## src/inc/tag_cmd_pkg.sv

```systemverilog
package tag_cmd_pkg;

  // decoded command codes presented by the front end
  typedef enum logic [3:0] {
    CMD_QUERY = 4'h0,
    CMD_QUERY_REP = 4'h1,
    CMD_QUERY_ADJ = 4'h2,
    CMD_ACK = 4'h3,
    CMD_NAK = 4'h4,
    CMD_REQ_RN = 4'h5,
    CMD_SELECT = 4'h6,
    CMD_READ = 4'h7,
    CMD_WRITE = 4'h8,
    CMD_KILL = 4'h9,
    CMD_LOCK = 4'hA,
    CMD_ACCESS = 4'hB,
    CMD_CUSTOM = 4'hC,
    CMD_INVALID = 4'hF
  } cmd_type;

  // tag states, one-hot
  typedef enum logic [6:0] {
    ST_READY = 7'h01,
    ST_ARBITRATE = 7'h02,
    ST_REPLY = 7'h04,
    ST_ACKED = 7'h08,
    ST_OPEN = 7'h10,
    ST_SECURED = 7'h20,
    ST_KILLED = 7'h40
  } tag_state_type;

  // reply kinds
  typedef enum logic [2:0] {
    RSP_NONE = 3'h0,
    RSP_RN16 = 3'h1,
    RSP_EPC = 3'h2,
    RSP_HANDLE = 3'h3,
    RSP_DATA = 3'h4,
    RSP_ERROR = 3'h5,
    RSP_SUCCESS = 3'h6
  } rsp_type;

  localparam logic [1:0] BANK_USER = 2'h3;
  localparam int USER_WORDS = 32;
  localparam logic [4:0] USER_LAST_WORD = 5'h1F;
  localparam logic [8:0] USER_LAST_BIT = 9'h1FF;
  localparam logic [7:0] ERR_OVERRUN = 8'h03;
  localparam logic [7:0] ERR_OTHER = 8'h00;
  // T2 reply-wait window
  localparam int T2_NS = 20000;
  localparam int CLK_NS = 10;
  localparam int T2_CYCLES = T2_NS / CLK_NS;

endpackage : tag_cmd_pkg
```

## src/hdl/tag_cmd.sv

```systemverilog
`timescale 1ns/1ps
module tag_cmd (
  // clock and reset (srst is carrier loss / power-up)
  input wire logic mclk,
  input wire logic srst,
  // decoded command from the air-link front end
  input wire logic cmd_valid,
  input wire tag_cmd_pkg::cmd_type cmd_code,
  input wire logic [1:0] cmd_bank,
  input wire logic [8:0] cmd_ptr,
  input wire logic [7:0] cmd_len,
  input wire logic [15:0] cmd_data,
  input wire logic cmd_handle_ok,
  input wire logic cmd_session_match,
  input wire logic cmd_slot_zero,
  input wire logic cmd_pwd_ok,
  // select comparison word, used for the user bank and the other banks
  input wire logic [15:0] sel_word,
  // reply to the modulator
  output logic rsp_valid,
  output tag_cmd_pkg::rsp_type rsp_kind,
  output logic [7:0] rsp_err,
  output logic [15:0] rsp_data,
  // select outcome and state view
  output logic sel_match,
  output logic sel_valid,
  output tag_cmd_pkg::tag_state_type tag_state,
  output logic err_flag
);
  import tag_cmd_pkg::*;

  tag_state_type st_q, st_d;
  logic flag_q, flag_d;
  logic rsp_valid_q, rsp_valid_d;
  rsp_type rsp_kind_q, rsp_kind_d;
  logic [7:0] rsp_err_q, rsp_err_d;
  logic sel_match_q, sel_match_d;
  logic sel_valid_q, sel_valid_d;
  logic [15:0] t2_q, t2_d;
  logic t2_wait_q, t2_wait_d;
  logic mem_wr;
  logic [15:0] mem_rd;
  logic [9:0] mask_end;
  logic user_ok;
  logic wr_last;
  logic sel_last;

  user_mem u_mem (
    .mclk(mclk),
    .srst(srst),
    .wr_en(mem_wr),
    .wr_addr(cmd_ptr[4:0]),
    .wr_data(cmd_data),
    .rd_addr(cmd_ptr[4:0]),
    .rd_data(mem_rd)
  );

  // the mask end that trips the flag is ptr + len, so ptr 1F0h with length 15 reaches 1FFh
  assign mask_end = 10'(cmd_ptr) + 10'(cmd_len);
  assign user_ok = cmd_bank == BANK_USER && cmd_ptr[8:5] == 4'h0;
  assign wr_last = cmd_code == CMD_WRITE && cmd_bank == BANK_USER && cmd_ptr == 9'(USER_LAST_WORD);
  assign sel_last = cmd_code == CMD_SELECT && cmd_bank == BANK_USER && cmd_len != 8'h00
                    && mask_end == 10'(USER_LAST_BIT);
  // writes need an open/secured tag with a valid handle
  assign mem_wr = cmd_valid && cmd_code == CMD_WRITE && user_ok && cmd_handle_ok
                  && (st_q == ST_OPEN || st_q == ST_SECURED);

  // state, reply and flag next values
  always_comb begin
    st_d = st_q;
    flag_d = flag_q;
    rsp_valid_d = 1'b0;
    rsp_kind_d = rsp_kind_q;
    rsp_err_d = rsp_err_q;
    sel_match_d = sel_match_q;
    sel_valid_d = 1'b0;
    t2_d = t2_q;
    t2_wait_d = t2_wait_q;
    if (t2_wait_q) begin
      if (t2_q == 16'h0000) begin
        t2_wait_d = 1'b0;
        // no interrogator answer within T2: fall back to arbitrate
        if (st_q == ST_REPLY || st_q == ST_ACKED) begin
          st_d = ST_ARBITRATE;
        end
      end else begin
        t2_d = t2_q - 16'h0001;
      end
    end
    if (cmd_valid && st_q != ST_KILLED) begin
      t2_wait_d = 1'b0;
      // any decoded command ends the flag's effect unless it sets it again
      flag_d = 1'b0;
      case (cmd_code)
        CMD_SELECT: begin
          sel_valid_d = 1'b1;
          if (flag_q && cmd_len != 8'h00) begin
            sel_match_d = 1'b0;
          end else if (cmd_bank == BANK_USER) begin
            sel_match_d = (mask_end[9:4] == 6'h00 || mask_end <= 10'(USER_LAST_BIT)) &&
                          (cmd_len == 8'h00 || sel_word == cmd_data);
          end else begin
            sel_match_d = sel_word == cmd_data;
          end
          if (sel_last) begin
            flag_d = 1'b1;
          end
          if (st_q != ST_READY) begin
            st_d = ST_READY;
          end
        end
        CMD_QUERY: begin
          st_d = cmd_session_match ? (cmd_slot_zero ? ST_REPLY : ST_ARBITRATE) : ST_READY;
          if (cmd_session_match && cmd_slot_zero) begin
            rsp_valid_d = 1'b1;
            rsp_kind_d = RSP_RN16;
            t2_wait_d = 1'b1;
            t2_d = 16'(T2_CYCLES);
          end
        end
        CMD_QUERY_REP, CMD_QUERY_ADJ: begin
          if (st_q == ST_ARBITRATE && cmd_slot_zero) begin
            st_d = ST_REPLY;
            rsp_valid_d = 1'b1;
            rsp_kind_d = RSP_RN16;
            t2_wait_d = 1'b1;
            t2_d = 16'(T2_CYCLES);
          end else if (st_q != ST_READY && st_q != ST_ARBITRATE) begin
            st_d = ST_READY;
          end
        end
        CMD_ACK: begin
          if (st_q == ST_REPLY && cmd_handle_ok) begin
            st_d = ST_ACKED;
            rsp_valid_d = 1'b1;
            rsp_kind_d = RSP_EPC;
          end else if (st_q != ST_READY) begin
            st_d = ST_ARBITRATE;
          end
        end
        CMD_NAK: begin
          if (st_q != ST_READY) begin
            st_d = ST_ARBITRATE;
          end
        end
        CMD_REQ_RN: begin
          if (cmd_handle_ok && st_q == ST_ACKED) begin
            st_d = cmd_pwd_ok ? ST_SECURED : ST_OPEN;
          end
          if (cmd_handle_ok && st_q != ST_READY && st_q != ST_ARBITRATE) begin
            rsp_valid_d = 1'b1;
            rsp_kind_d = RSP_HANDLE;
          end
        end
        CMD_READ: begin
          if (cmd_handle_ok && (st_q == ST_OPEN || st_q == ST_SECURED)) begin
            rsp_valid_d = 1'b1;
            if (flag_q && cmd_len == 8'h00) begin
              rsp_kind_d = RSP_ERROR;
              rsp_err_d = ERR_OVERRUN;
            end else if (cmd_bank == BANK_USER && !user_ok) begin
              rsp_kind_d = RSP_ERROR;
              rsp_err_d = ERR_OVERRUN;
            end else begin
              rsp_kind_d = RSP_DATA;
            end
          end
        end
        CMD_WRITE: begin
          if (wr_last) begin
            flag_d = 1'b1;
          end
          if (cmd_handle_ok && (st_q == ST_OPEN || st_q == ST_SECURED)) begin
            rsp_valid_d = 1'b1;
            rsp_kind_d = mem_wr ? RSP_SUCCESS : RSP_ERROR;
            rsp_err_d = mem_wr ? rsp_err_q : ERR_OVERRUN;
          end
        end
        CMD_KILL: begin
          if (cmd_handle_ok && cmd_pwd_ok && (st_q == ST_OPEN || st_q == ST_SECURED)) begin
            st_d = ST_KILLED;
            rsp_valid_d = 1'b1;
            rsp_kind_d = RSP_SUCCESS;
          end
        end
        CMD_ACCESS: begin
          if (cmd_handle_ok && st_q == ST_OPEN && cmd_pwd_ok) begin
            st_d = ST_SECURED;
          end
          if (cmd_handle_ok && (st_q == ST_OPEN || st_q == ST_SECURED)) begin
            rsp_valid_d = 1'b1;
            rsp_kind_d = RSP_HANDLE;
          end
        end
        CMD_LOCK, CMD_CUSTOM: begin
          if (cmd_handle_ok && st_q == ST_SECURED) begin
            rsp_valid_d = 1'b1;
            rsp_kind_d = RSP_SUCCESS;
          end
        end
        default: begin
          // invalid command: leave the reply and acknowledged states for arbitrate
          if (st_q == ST_REPLY || st_q == ST_ACKED) begin
            st_d = ST_ARBITRATE;
          end
        end
      endcase
    end
  end

  always_ff @(posedge mclk) begin
    if (srst) begin
      st_q <= ST_READY;
      flag_q <= 1'b0;
      rsp_valid_q <= 1'b0;
      rsp_kind_q <= RSP_NONE;
      rsp_err_q <= ERR_OTHER;
      sel_match_q <= 1'b0;
      sel_valid_q <= 1'b0;
      t2_q <= 16'h0000;
      t2_wait_q <= 1'b0;
    end else begin
      st_q <= st_d;
      flag_q <= flag_d;
      rsp_valid_q <= rsp_valid_d;
      rsp_kind_q <= rsp_kind_d;
      rsp_err_q <= rsp_err_d;
      sel_match_q <= sel_match_d;
      sel_valid_q <= sel_valid_d;
      t2_q <= t2_d;
      t2_wait_q <= t2_wait_d;
    end
  end

  assign rsp_valid = rsp_valid_q;
  assign rsp_kind = rsp_kind_q;
  assign rsp_err = rsp_err_q;
  assign rsp_data = mem_rd;
  assign sel_match = sel_match_q;
  assign sel_valid = sel_valid_q;
  assign tag_state = st_q;
  assign err_flag = flag_q;
endmodule : tag_cmd

```

## src/hdl/user_mem.sv

```systemverilog
`timescale 1ns/1ps
module user_mem (
  // clock and reset
  input wire logic mclk,
  input wire logic srst,
  // write port
  input wire logic wr_en,
  input wire logic [4:0] wr_addr,
  input wire logic [15:0] wr_data,
  // read port
  input wire logic [4:0] rd_addr,
  output logic [15:0] rd_data
);
  import tag_cmd_pkg::*;

  logic [15:0] mem_q [USER_WORDS];
  logic [15:0] mem_d [USER_WORDS];
  logic [15:0] rd_q;
  logic [15:0] rd_d;

  // contents are nonvolatile in the real part, so srst leaves them alone
  genvar gi;
  generate
    for (gi = 0; gi < USER_WORDS; gi++) begin : g_word
      always_comb begin
        mem_d[gi] = mem_q[gi];
        if (wr_en && wr_addr == 5'(gi)) begin
          mem_d[gi] = wr_data;
        end
      end
      always_ff @(posedge mclk) begin
        mem_q[gi] <= mem_d[gi];
      end
    end
  endgenerate

  always_comb begin
    rd_d = mem_q[rd_addr];
  end

  always_ff @(posedge mclk) begin
    if (srst) begin
      rd_q <= 16'h0000;
    end else begin
      rd_q <= rd_d;
    end
  end

  assign rd_data = rd_q;
endmodule : user_mem

```

## config.mk

```make
export PLATFORM = sky130hd
export DESIGN_NAME = tag_cmd
export DESIGN_NICKNAME = d
export VERILOG_FILES = /design/src/inc/tag_cmd_pkg.sv /design/src/hdl/tag_cmd.sv /design/src/hdl/user_mem.sv
export SDC_FILE = /design/constraint.sdc
export NUM_CORES = 1
export LEC_CHECK = 0
export BUFFER_PORTS_ARGS = -buffer_cell sky130_fd_sc_hd__buf_2
export CAP_MARGIN = 20
export CORE_MARGIN = 5
export CORE_UTILIZATION = 45
export DETAILED_ROUTE_END_ITERATION = 8
export PLACE_DENSITY_LB_ADDON = 0.2
export SKIP_CTS_REPAIR_TIMING = 1
export SLEW_MARGIN = 20
export SYNTH_ARGS = -nofsm -noshare
export SYNTH_HDL_FRONTEND = slang
export SYNTH_SLANG_ARGS = --single-unit
```

## constraint.sdc

```tcl
create_clock -name mclk -period 3.7 [get_ports mclk]
set_input_delay 0.37 -clock mclk [delete_from_list [all_inputs] [get_ports mclk]]
set_output_delay 0.37 -clock mclk [all_outputs]
set_load 0.01 [all_outputs]
```

Yosys cells after proc, flatten, opt, wreduce, memory -nomap -nowiden:

Memory sizes are Yosys's and may differ from the RTL's. A register that Yosys moved wholly into a read port is not among the register bits.
Index checks and enable logic that the tools add are counted.
Widths: inputs -> output; s select.

* mux-type cells: 185
* order comparisons: 1
* $add $sub $neg: 2
* reductions and logical operators: 113
* bitwise gates (word level): 1
* equality and inequality tests: 98

Operators with widths (number)
* $mux 16: 68
* $reduce_or 16->1: 31
* $mux 5: 31
* $mux 7: 13
* $eq 5x5->1 const B: 16
* $pmux 7 s9: 1
* $logic_and 1x1->1: 60
* $mux 1: 48
* $eq 5x4->1 const B: 8
* $mux 8: 5
* $mux 3: 11
* $ne 1x1->1 const B: 32
* $pmux 16 s2: 1
* $pmux 3 s9: 1
* $eq 4x4->1 const B: 5
* $eq 5x3->1 const B: 4
* $ne 2x2->1 const B: 9
* $eq 16x16->1: 1
* $eq 4x3->1 const B: 4
* $logic_not 16->1: 1
* $pmux 8 s2: 1
* $sub 16x1->16 const B: 1
* $reduce_and 11->1: 1
* $add 9x8->10: 1
* 37 further kinds: 46

* memories: 1
* register bits after elaboration: 39
* word-level logic and storage cells: 410
* bits in writable memories: 512

Memories
* u_mem.mem_q: words 32, bits a word 16, read ports 1, clocked after memory_dff 1, wr ports 1, RTL line user_mem.sv:16 `logic [15:0] mem_q [USER_WORDS];`

Longest topological paths before layout:

Gate-level depths: netlist of run 1.

* depth after elaboration: 39
* depth in mapped cells: 9
* depth with buffers taken out: 8

Cells and area by module:

Synthesis of run 1 repeated with hierarchy kept, for this count alone.

* cells, all modules: 1272
* area total of the unflattened synthesis: 23261.1 um2

By module, submodules not included
* user_mem: seq. area each 15695.1 um2, area an instance 20287.0 um2, cells an instance 899, instances 1
* tag_cmd: seq. area each 640.6 um2, area an instance 2974.1 um2, cells an instance 373, instances 1

Least setup slack after synthesis of run 1:

Ideal clock, no wire load.

* path type: in2reg
* from: input cmd_code[0]
* to: memory u_mem.mem_q[3][0], enable pin
* setup slack: 0.222 ns
* arrival time: 3.069 ns
* stages: 7
* library setup time: 0.409 ns
* buffers on the path: 2
* cell sequence: buf_6 or4b_1 buf_2 or4_4 nor2_1 nand3_1 nor3_1

* cells in the longest elaborated chain, start to end: 39
* elaborated cells between the ends (all ways): 162
* those cells by class: eq/ne: 33; mux: 62; reduce/logical: 67

Ends and longest elaborated chain
* start: declaration: RTL line tag_cmd.sv:8 `input wire tag_cmd_pkg::cmd_type cmd_code,`
* $eq 4x4->1 *: RTL line tag_cmd.sv:65 `assign mem_wr = cmd_valid && cmd_code == CMD_WRITE && user_ok && cmd_handle_ok`
* $logic_and 1x1->1 * (3 in series): RTL line tag_cmd.sv:65
* $logic_and 1x1->1 *: RTL line tag_cmd.sv:66 `&& (st_q == ST_OPEN || st_q == ST_SECURED);`
* $logic_and 1x1->1: RTL line user_mem.sv:27 `if (wr_en && wr_addr == 5'(gi)) begin`
* $ne 1x1->1 (no line)
* $reduce_or 16->1 (no line)
* $mux 5 (no line) / $mux 1 (equally long branches) (31 in series)
* end: declaration: RTL line user_mem.sv:16

Every way passes the cells marked *; elsewhere a longest branch is shown, timed or not.

Worst setup path in the final report of run 1:

* from: register st_q[3] (netlist: tag_state[3])
* to: memory u_mem.mem_q[11][4], enable pin

* cells in the longest elaborated chain, start to end: 37
* elaborated cells between the ends (all ways): 161
* those cells by class: eq/ne: 34; mux: 62; reduce/logical: 65

Ends and longest elaborated chain
* start: declaration: RTL line tag_cmd.sv:32 `tag_state_type st_q, st_d;`
* start signal: assignment: RTL line tag_cmd.sv:223 `st_q <= st_d;`
* $eq 7x5->1 / $eq 7x6->1 (equally long branches): RTL line tag_cmd.sv:66
* $logic_or 1x1->1 *: RTL line tag_cmd.sv:66
* $logic_and 1x1->1 *: RTL line tag_cmd.sv:66
* $logic_and 1x1->1: RTL line user_mem.sv:27
* $ne 1x1->1 (no line)
* $reduce_or 16->1 (no line)
* $mux 5 (no line) / $mux 1 (equally long branches) (31 in series)

Marks and branches as above.

==> run metrics, run 1 <==
status=finished, final reports clean; number of remaining DRC errors=0; Slew headroom=0.365; number of cell rows=82; Storage cell area=16300 um2; CP Data Required Time=approximately 4.0 ns; post-layout net count=1421; stages on the worst setup path=7; CTS Buffer Depth=3; synth unique cells=68; fillcell total=4046; type of origin of the critical path=flip-flop; RSZ-0062 raised after global routing=no; Post-synth EDFFs=512; DRT antenna net count=0; chip height=about 240 um; register bit count reported by yosys=560; Yosys top cell area share=0.672; n_diodes=0; Layout Skew=0.0243 ns; core footprint=50300 um2; Max-Cap Viols=0; leading area contributor after synthesis=edfxtp_1; HPWL Detailed=about 35 mm; Tightest Hold Check Type=in -> reg; top area cells in the synthesized netlist=edfxtp_1, mux4_2, dfxtp_1; Tmin final=2.81 ns; Synth top cells by count=edfxtp_1, mux4_2, nor2_1, dfxtp_1; worst-margin pin slew=0.952 ns; setup_tns=0 ns; crit path max fanout=12; Worst Reg-to-Reg Cells=7; Initial Utilization=0.455; CTS tree=yes; # H-tree levels=2; largest net degree at the start of global routing=79; critical path endpoint category=flip-flop; final period utilization=0.761; final setup fails=0; CP max stage cell=nor4_4; CTS root buffer=clkbuf_16; Highest Clock Rate=around 360 MHz; CP peak stage delay=0.51 ns; layout cells sized above 1=0.323; first-pass GRT wire length=roughly 82 mm; Pwr Density=500 nW/um2; Vias=around 12000; Routed WL=54.5 mm; share of synthesized area occupied by flip-flops and latches=0.714; Num CTS Buffers=55; WL/cell=26.4 um; R2R Setup Slk=0.89 ns; latest clock arrival within the worst-skew pair=just over 0.6 ns; Post-Syn Area=22900 um2; Post-synth top flop=edfxtp_1; clock sink total=560; Buf+Inv Stages, Crit Path=1; Post-synth ARST share=0; CP Class=reg -> reg; Ports=100; multi-input logic area=between 6000 and 7000 um2; CP arrival=3.13 ns; VDD IR max=approximately 0.35 mV; GP Congestion=0.901; final core occ=0.523; vias per cell=5.79; GRT Util Overall=0.196; Leakage=around 8.5 nW; Slew Viols, Final=0; Critical Path, Cell by Cell=nor4_4 -> nand2_1 -> or4_4 -> nor2_1 -> nand3_1 -> nor2_2 -> buf_12; area delta synth->final=14.9%; number of synthesis warnings=0; Initial DRC Count=994; clk slew on worst S/H paths=0.07 ns; cell count after synthesis=1198; IO buf count=93; Synth Area per Inst=19.1 um2; Final Hold Viols=0; vias in the first global route=12300; die width=235 um; CP delay by family, top=simple AND/OR/NAND/NOR gates; hold depth=3; count leader, synth=edfxtp_1; Die Area=55500 um2; initial antenna violation count=4; total grt overflow=0; DR pass1 iterations=5
-- per-layer routing --
layer	share of wire	global-route usage
met1	0.43	0.277
met2	0.49	0.315
met3	0.064	0.0458
met4	0.019	0.0420
met5	0.00079	0
-- cell usage in the layout, fill, tap and decap left out, drive strengths merged, types with 4 or more instances in the layout --
cell type	count
edfxtp	512
mux4	160
buf	160
nor2	68
clkbuf	67
dfxtp	48
nand2	40
xor2	27
clkinv	25
o21ai	24
a21oi	23
nor3	22
a22o	16
nand3	14
nor4	14
nand2b	13
xnor2	10
ha	10
nand4	9
nor2b	8
a31oi	7
inv	7
o31ai	6
and2	6
o211ai	6
conb	6
or4	6
nand4b	5
a211oi	5
or4b	5
o21a	4
nand3b	4
a311oi	4
nor4bb	4
o311ai	4
a21o	4
bufinv	4
clkinvlp	4
-- worst min-delay path, delay by kind of cell --
family	cells	cell delay (ns)
AOI/OAI and AO/OA	1	0.07
and+or+nand+nor	1	0.08
buffers and inverters	1	0.15
-- stage by stage --
| stage | cell area, um2 | power (mW) | setup slack (ns) | std cells | hold WS (ns) |
|---|---|---|---|---|---|
| after floorplan | 22900 | 7.52 | 0.222 | 1203 | 0.469 |
| after global placement | 24600 | 7.87 | 0.631 | 1963 | 0.485 |
| after detailed placement | 24600 | 7.88 | 0.563 | 1963 | 0.485 |
| after CTS | 26300 | 13.3 | 0.904 | 2065 | 0.0952 |
| after global routing | 26300 | 13.6 | 0.683 | 2065 | 0.129 |
| final | 26300 | 13.1 | 0.886 | 2065 | 0.138 |
-- power by group --
part	internal [mW]	switching [mW]
clock network	3.05	2.36
registers	6.92	0.0154
logic	0.322	0.482
-- path summary, 6_finish.rpt --
path                           start                            to
min reg2reg       t2_q[4]$_SDFF_PP0_            t2_q[4]$_SDFF_PP0_
max reg2reg  tag_state[3]$_SDFF_PP0_  u_mem.mem_q[11][4]$_DFFE_PP_
min                       cmd_pwd_ok       tag_state[5]$_SDFF_PP0_
max          tag_state[3]$_SDFF_PP0_  u_mem.mem_q[11][4]$_DFFE_PP_
-- cell families after synthesis --
logic type	Yosys count	share of synthesized area
flops	560	0.714
simple gates	232	0.0560
mux	160	0.157
compound gates	120	0.0367
buf+inv	77	0.0151
xor+xnor	37	0.0142
fa+ha+maj	11	0.00634
other cells	1	0.000164
-- sequential cells by signal (all words and copies together) (netlist names) --
| signal | flops |
|---|---|
| tag_state | 7 |
| sel_valid | 1 |
| t2_q | 16 |
| u_mem.mem_q | 512 |
| t2_wait_q | 1 |
| rsp_kind | 3 |
| u_mem.rd_data | 16 |
| err_flag | 1 |
| rsp_valid | 1 |
| sel_match | 1 |
| rsp_err | 1 |
-- area by class of cell --
| class | count | area share |
|---|---|---|
| multi-input combinational | 566 | 0.241 |
| sequential | 560 | 0.621 |
| timing repair buffer | 160 | 0.0395 |
| clock inverter | 35 | 0.0110 |
| tap | 672 | 0.0320 |
| clock buffer | 67 | 0.0549 |
| inverter | 5 | 0.000714 |
Note: power is estimated with default switching activity, not from simulation.
==> run 2, diff against run 1 <==
==> constraint.sdc (replaced) <==
create_clock -name mclk -period 2.8 [get_ports mclk]
set_input_delay 0.28 -clock mclk [delete_from_list [all_inputs] [get_ports mclk]]
set_output_delay 0.28 -clock mclk [all_outputs]
set_load 0.01 [all_outputs]
==> run metrics, run 2 (same netlist as run 1, synthesis figures left out) <==
status=finished, final reports clean; fillcell total=just under 4000; worst-margin pin slew=slightly above 0.9 ns; RSZ-0062 raised after global routing=no; R2R Setup Slk=0.31 ns; Vias=12200; HPWL Detailed=~37 mm; Die Area=between 50000 and 60000 um2; final period utilization=0.888; Critical Path, Cell by Cell=nor4_4 -> nand2_1 -> or4_4 -> nor2_1 -> nand3_1 -> nor2_2 -> buf_12; CTS Buffer Depth=3; # H-tree levels=2; CP Data Required Time=a little over 3 ns; clk slew on worst S/H paths=~0.070 ns; final core occ=0.541; initial antenna violation count=2; VDD IR max=approximately 0.54 mV; vias in the first global route=12500; critical path endpoint category=flip-flop; n_diodes=0; clock sink total=560; vias per cell=between 5 and 6; Final Hold Viols=0; Tightest Hold Check Type=in -> reg; Ports=100; WL/cell=26.2 um; first-pass GRT wire length=82.9 mm; Slew Viols, Final=0; number of cell rows=82; CP max stage cell=or4_4; Initial DRC Count=between 1000 and 1500; Post-DP Area=~25000 um2; GRT Util Overall=0.199; latest clock arrival within the worst-skew pair=0.62 ns; Layout Skew=about 0.027 ns; Num CTS Buffers=57; Highest Clock Rate=a little over 400 MHz; die width=approximately 240 um; total grt overflow=0; largest net degree at the start of global routing=42; area delta synth->final=18.9%; CP arrival=roughly 2.8 ns; CP peak stage delay=0.56 ns; layout cells sized above 1=0.347; CTS root buffer=clkbuf_16; number of remaining DRC errors=0; IO buf count=93; chip height=235 um; post-layout net count=1456; core footprint=between 50000 and 60000 um2; design area=around 27000 um2; Routed WL=~55 mm; type of origin of the critical path=flip-flop; crit path max fanout=16; Slew headroom=0.374; GP Congestion=0.894; CP Class=reg -> reg; register bank with the most flops=u_mem.mem_q; Max-Cap Viols=0; final setup fails=0; CTS tree=yes; commonest non-fill, non-tap cell in the layout=edfxtp_1; DRT antenna net count=0; most frequent cells in the layout=edfxtp_1, mux4_2, buf_2; Pwr Density=662 nW/um2; DR pass1 iterations=5; Initial Utilization=0.455; Leakage=around 8.9 nW; max reg flops=512; Tmin final=2.49 ns
## run 2: where the power goes
group	leakage [nW]	internal (mW)	switching (mW)	total, mW
registers	4.99	9.14	0.0155	9.16
clock network	0.967	4.58	3.18	7.76
logic	2.97	0.454	0.650	1.10
## run 2: metrics by stage
step | setup WS (ns) | setup TNS, ns | cells | hold WS (ns) | power, mW
2_1_floorplan | -0.222 | -26.25 | 1203 | 0.379 | 9.95
3_3_place_gp | -0.00167 | -0.0111 | 1996 | 0.483 | 10.4
3_5_place_dp | -0.0148 | -0.536 | 1996 | 0.493 | 10.5
4_1_cts | 0.227 | 0 | 2104 | -0.0190 | 18.2
5_1_grt | 0.154 | 0 | 2104 | 0.0190 | 18.7
6_report | 0.314 | 0 | 2104 | 0.0331 | 18.0
## run 2: final cells by class
cell class | count | area, um2 | area share
flip-flops and latches | 560 | 16300 | 0.600
multi-input cells | 566 | 6370 | 0.234
repair buffers | 193 | 1700 | 0.0624
clock buffers | 69 | 1540 | 0.0567
well taps | 672 | 841 | 0.0309
clock inverters | 39 | 405 | 0.0149
inverters | 5 | 18.8 | 0.000690
## run 2: final timing paths
path,from,endpoint,cells after the start
min,cmd_pwd_ok,tag_state[5]$_SDFF_PP0_,3
min reg2reg,t2_q[2]$_SDFF_PP0_,t2_q[2]$_SDFF_PP0_,2
max,tag_state[3]$_SDFF_PP0_,u_mem.mem_q[15][1]$_DFFE_PP_,7
max reg2reg,tag_state[3]$_SDFF_PP0_,u_mem.mem_q[15][1]$_DFFE_PP_,7
## run 2: critical path, delay by kind of cell (launching register included)
kind / cells / cell delay [ns]
buffers and inverters: 1 / 0.18
DFF: 1 / 0.34
and+or+nand+nor: 6 / 1.66
## run 2: per-layer routing
metal / global-route usage / part of all wire / up-vias / routed length (um)
met1: 0.281 / 0.43 / 6354 / 23600
met3: 0.0491 / 0.071 / 70 / 3890
met5: 0 / 0.00024 / - / 13
met2: 0.320 / 0.48 / 410 / 26600
met4: 0.0413 / 0.019 / 2 / 1070
li1: - / - / 5328 / -
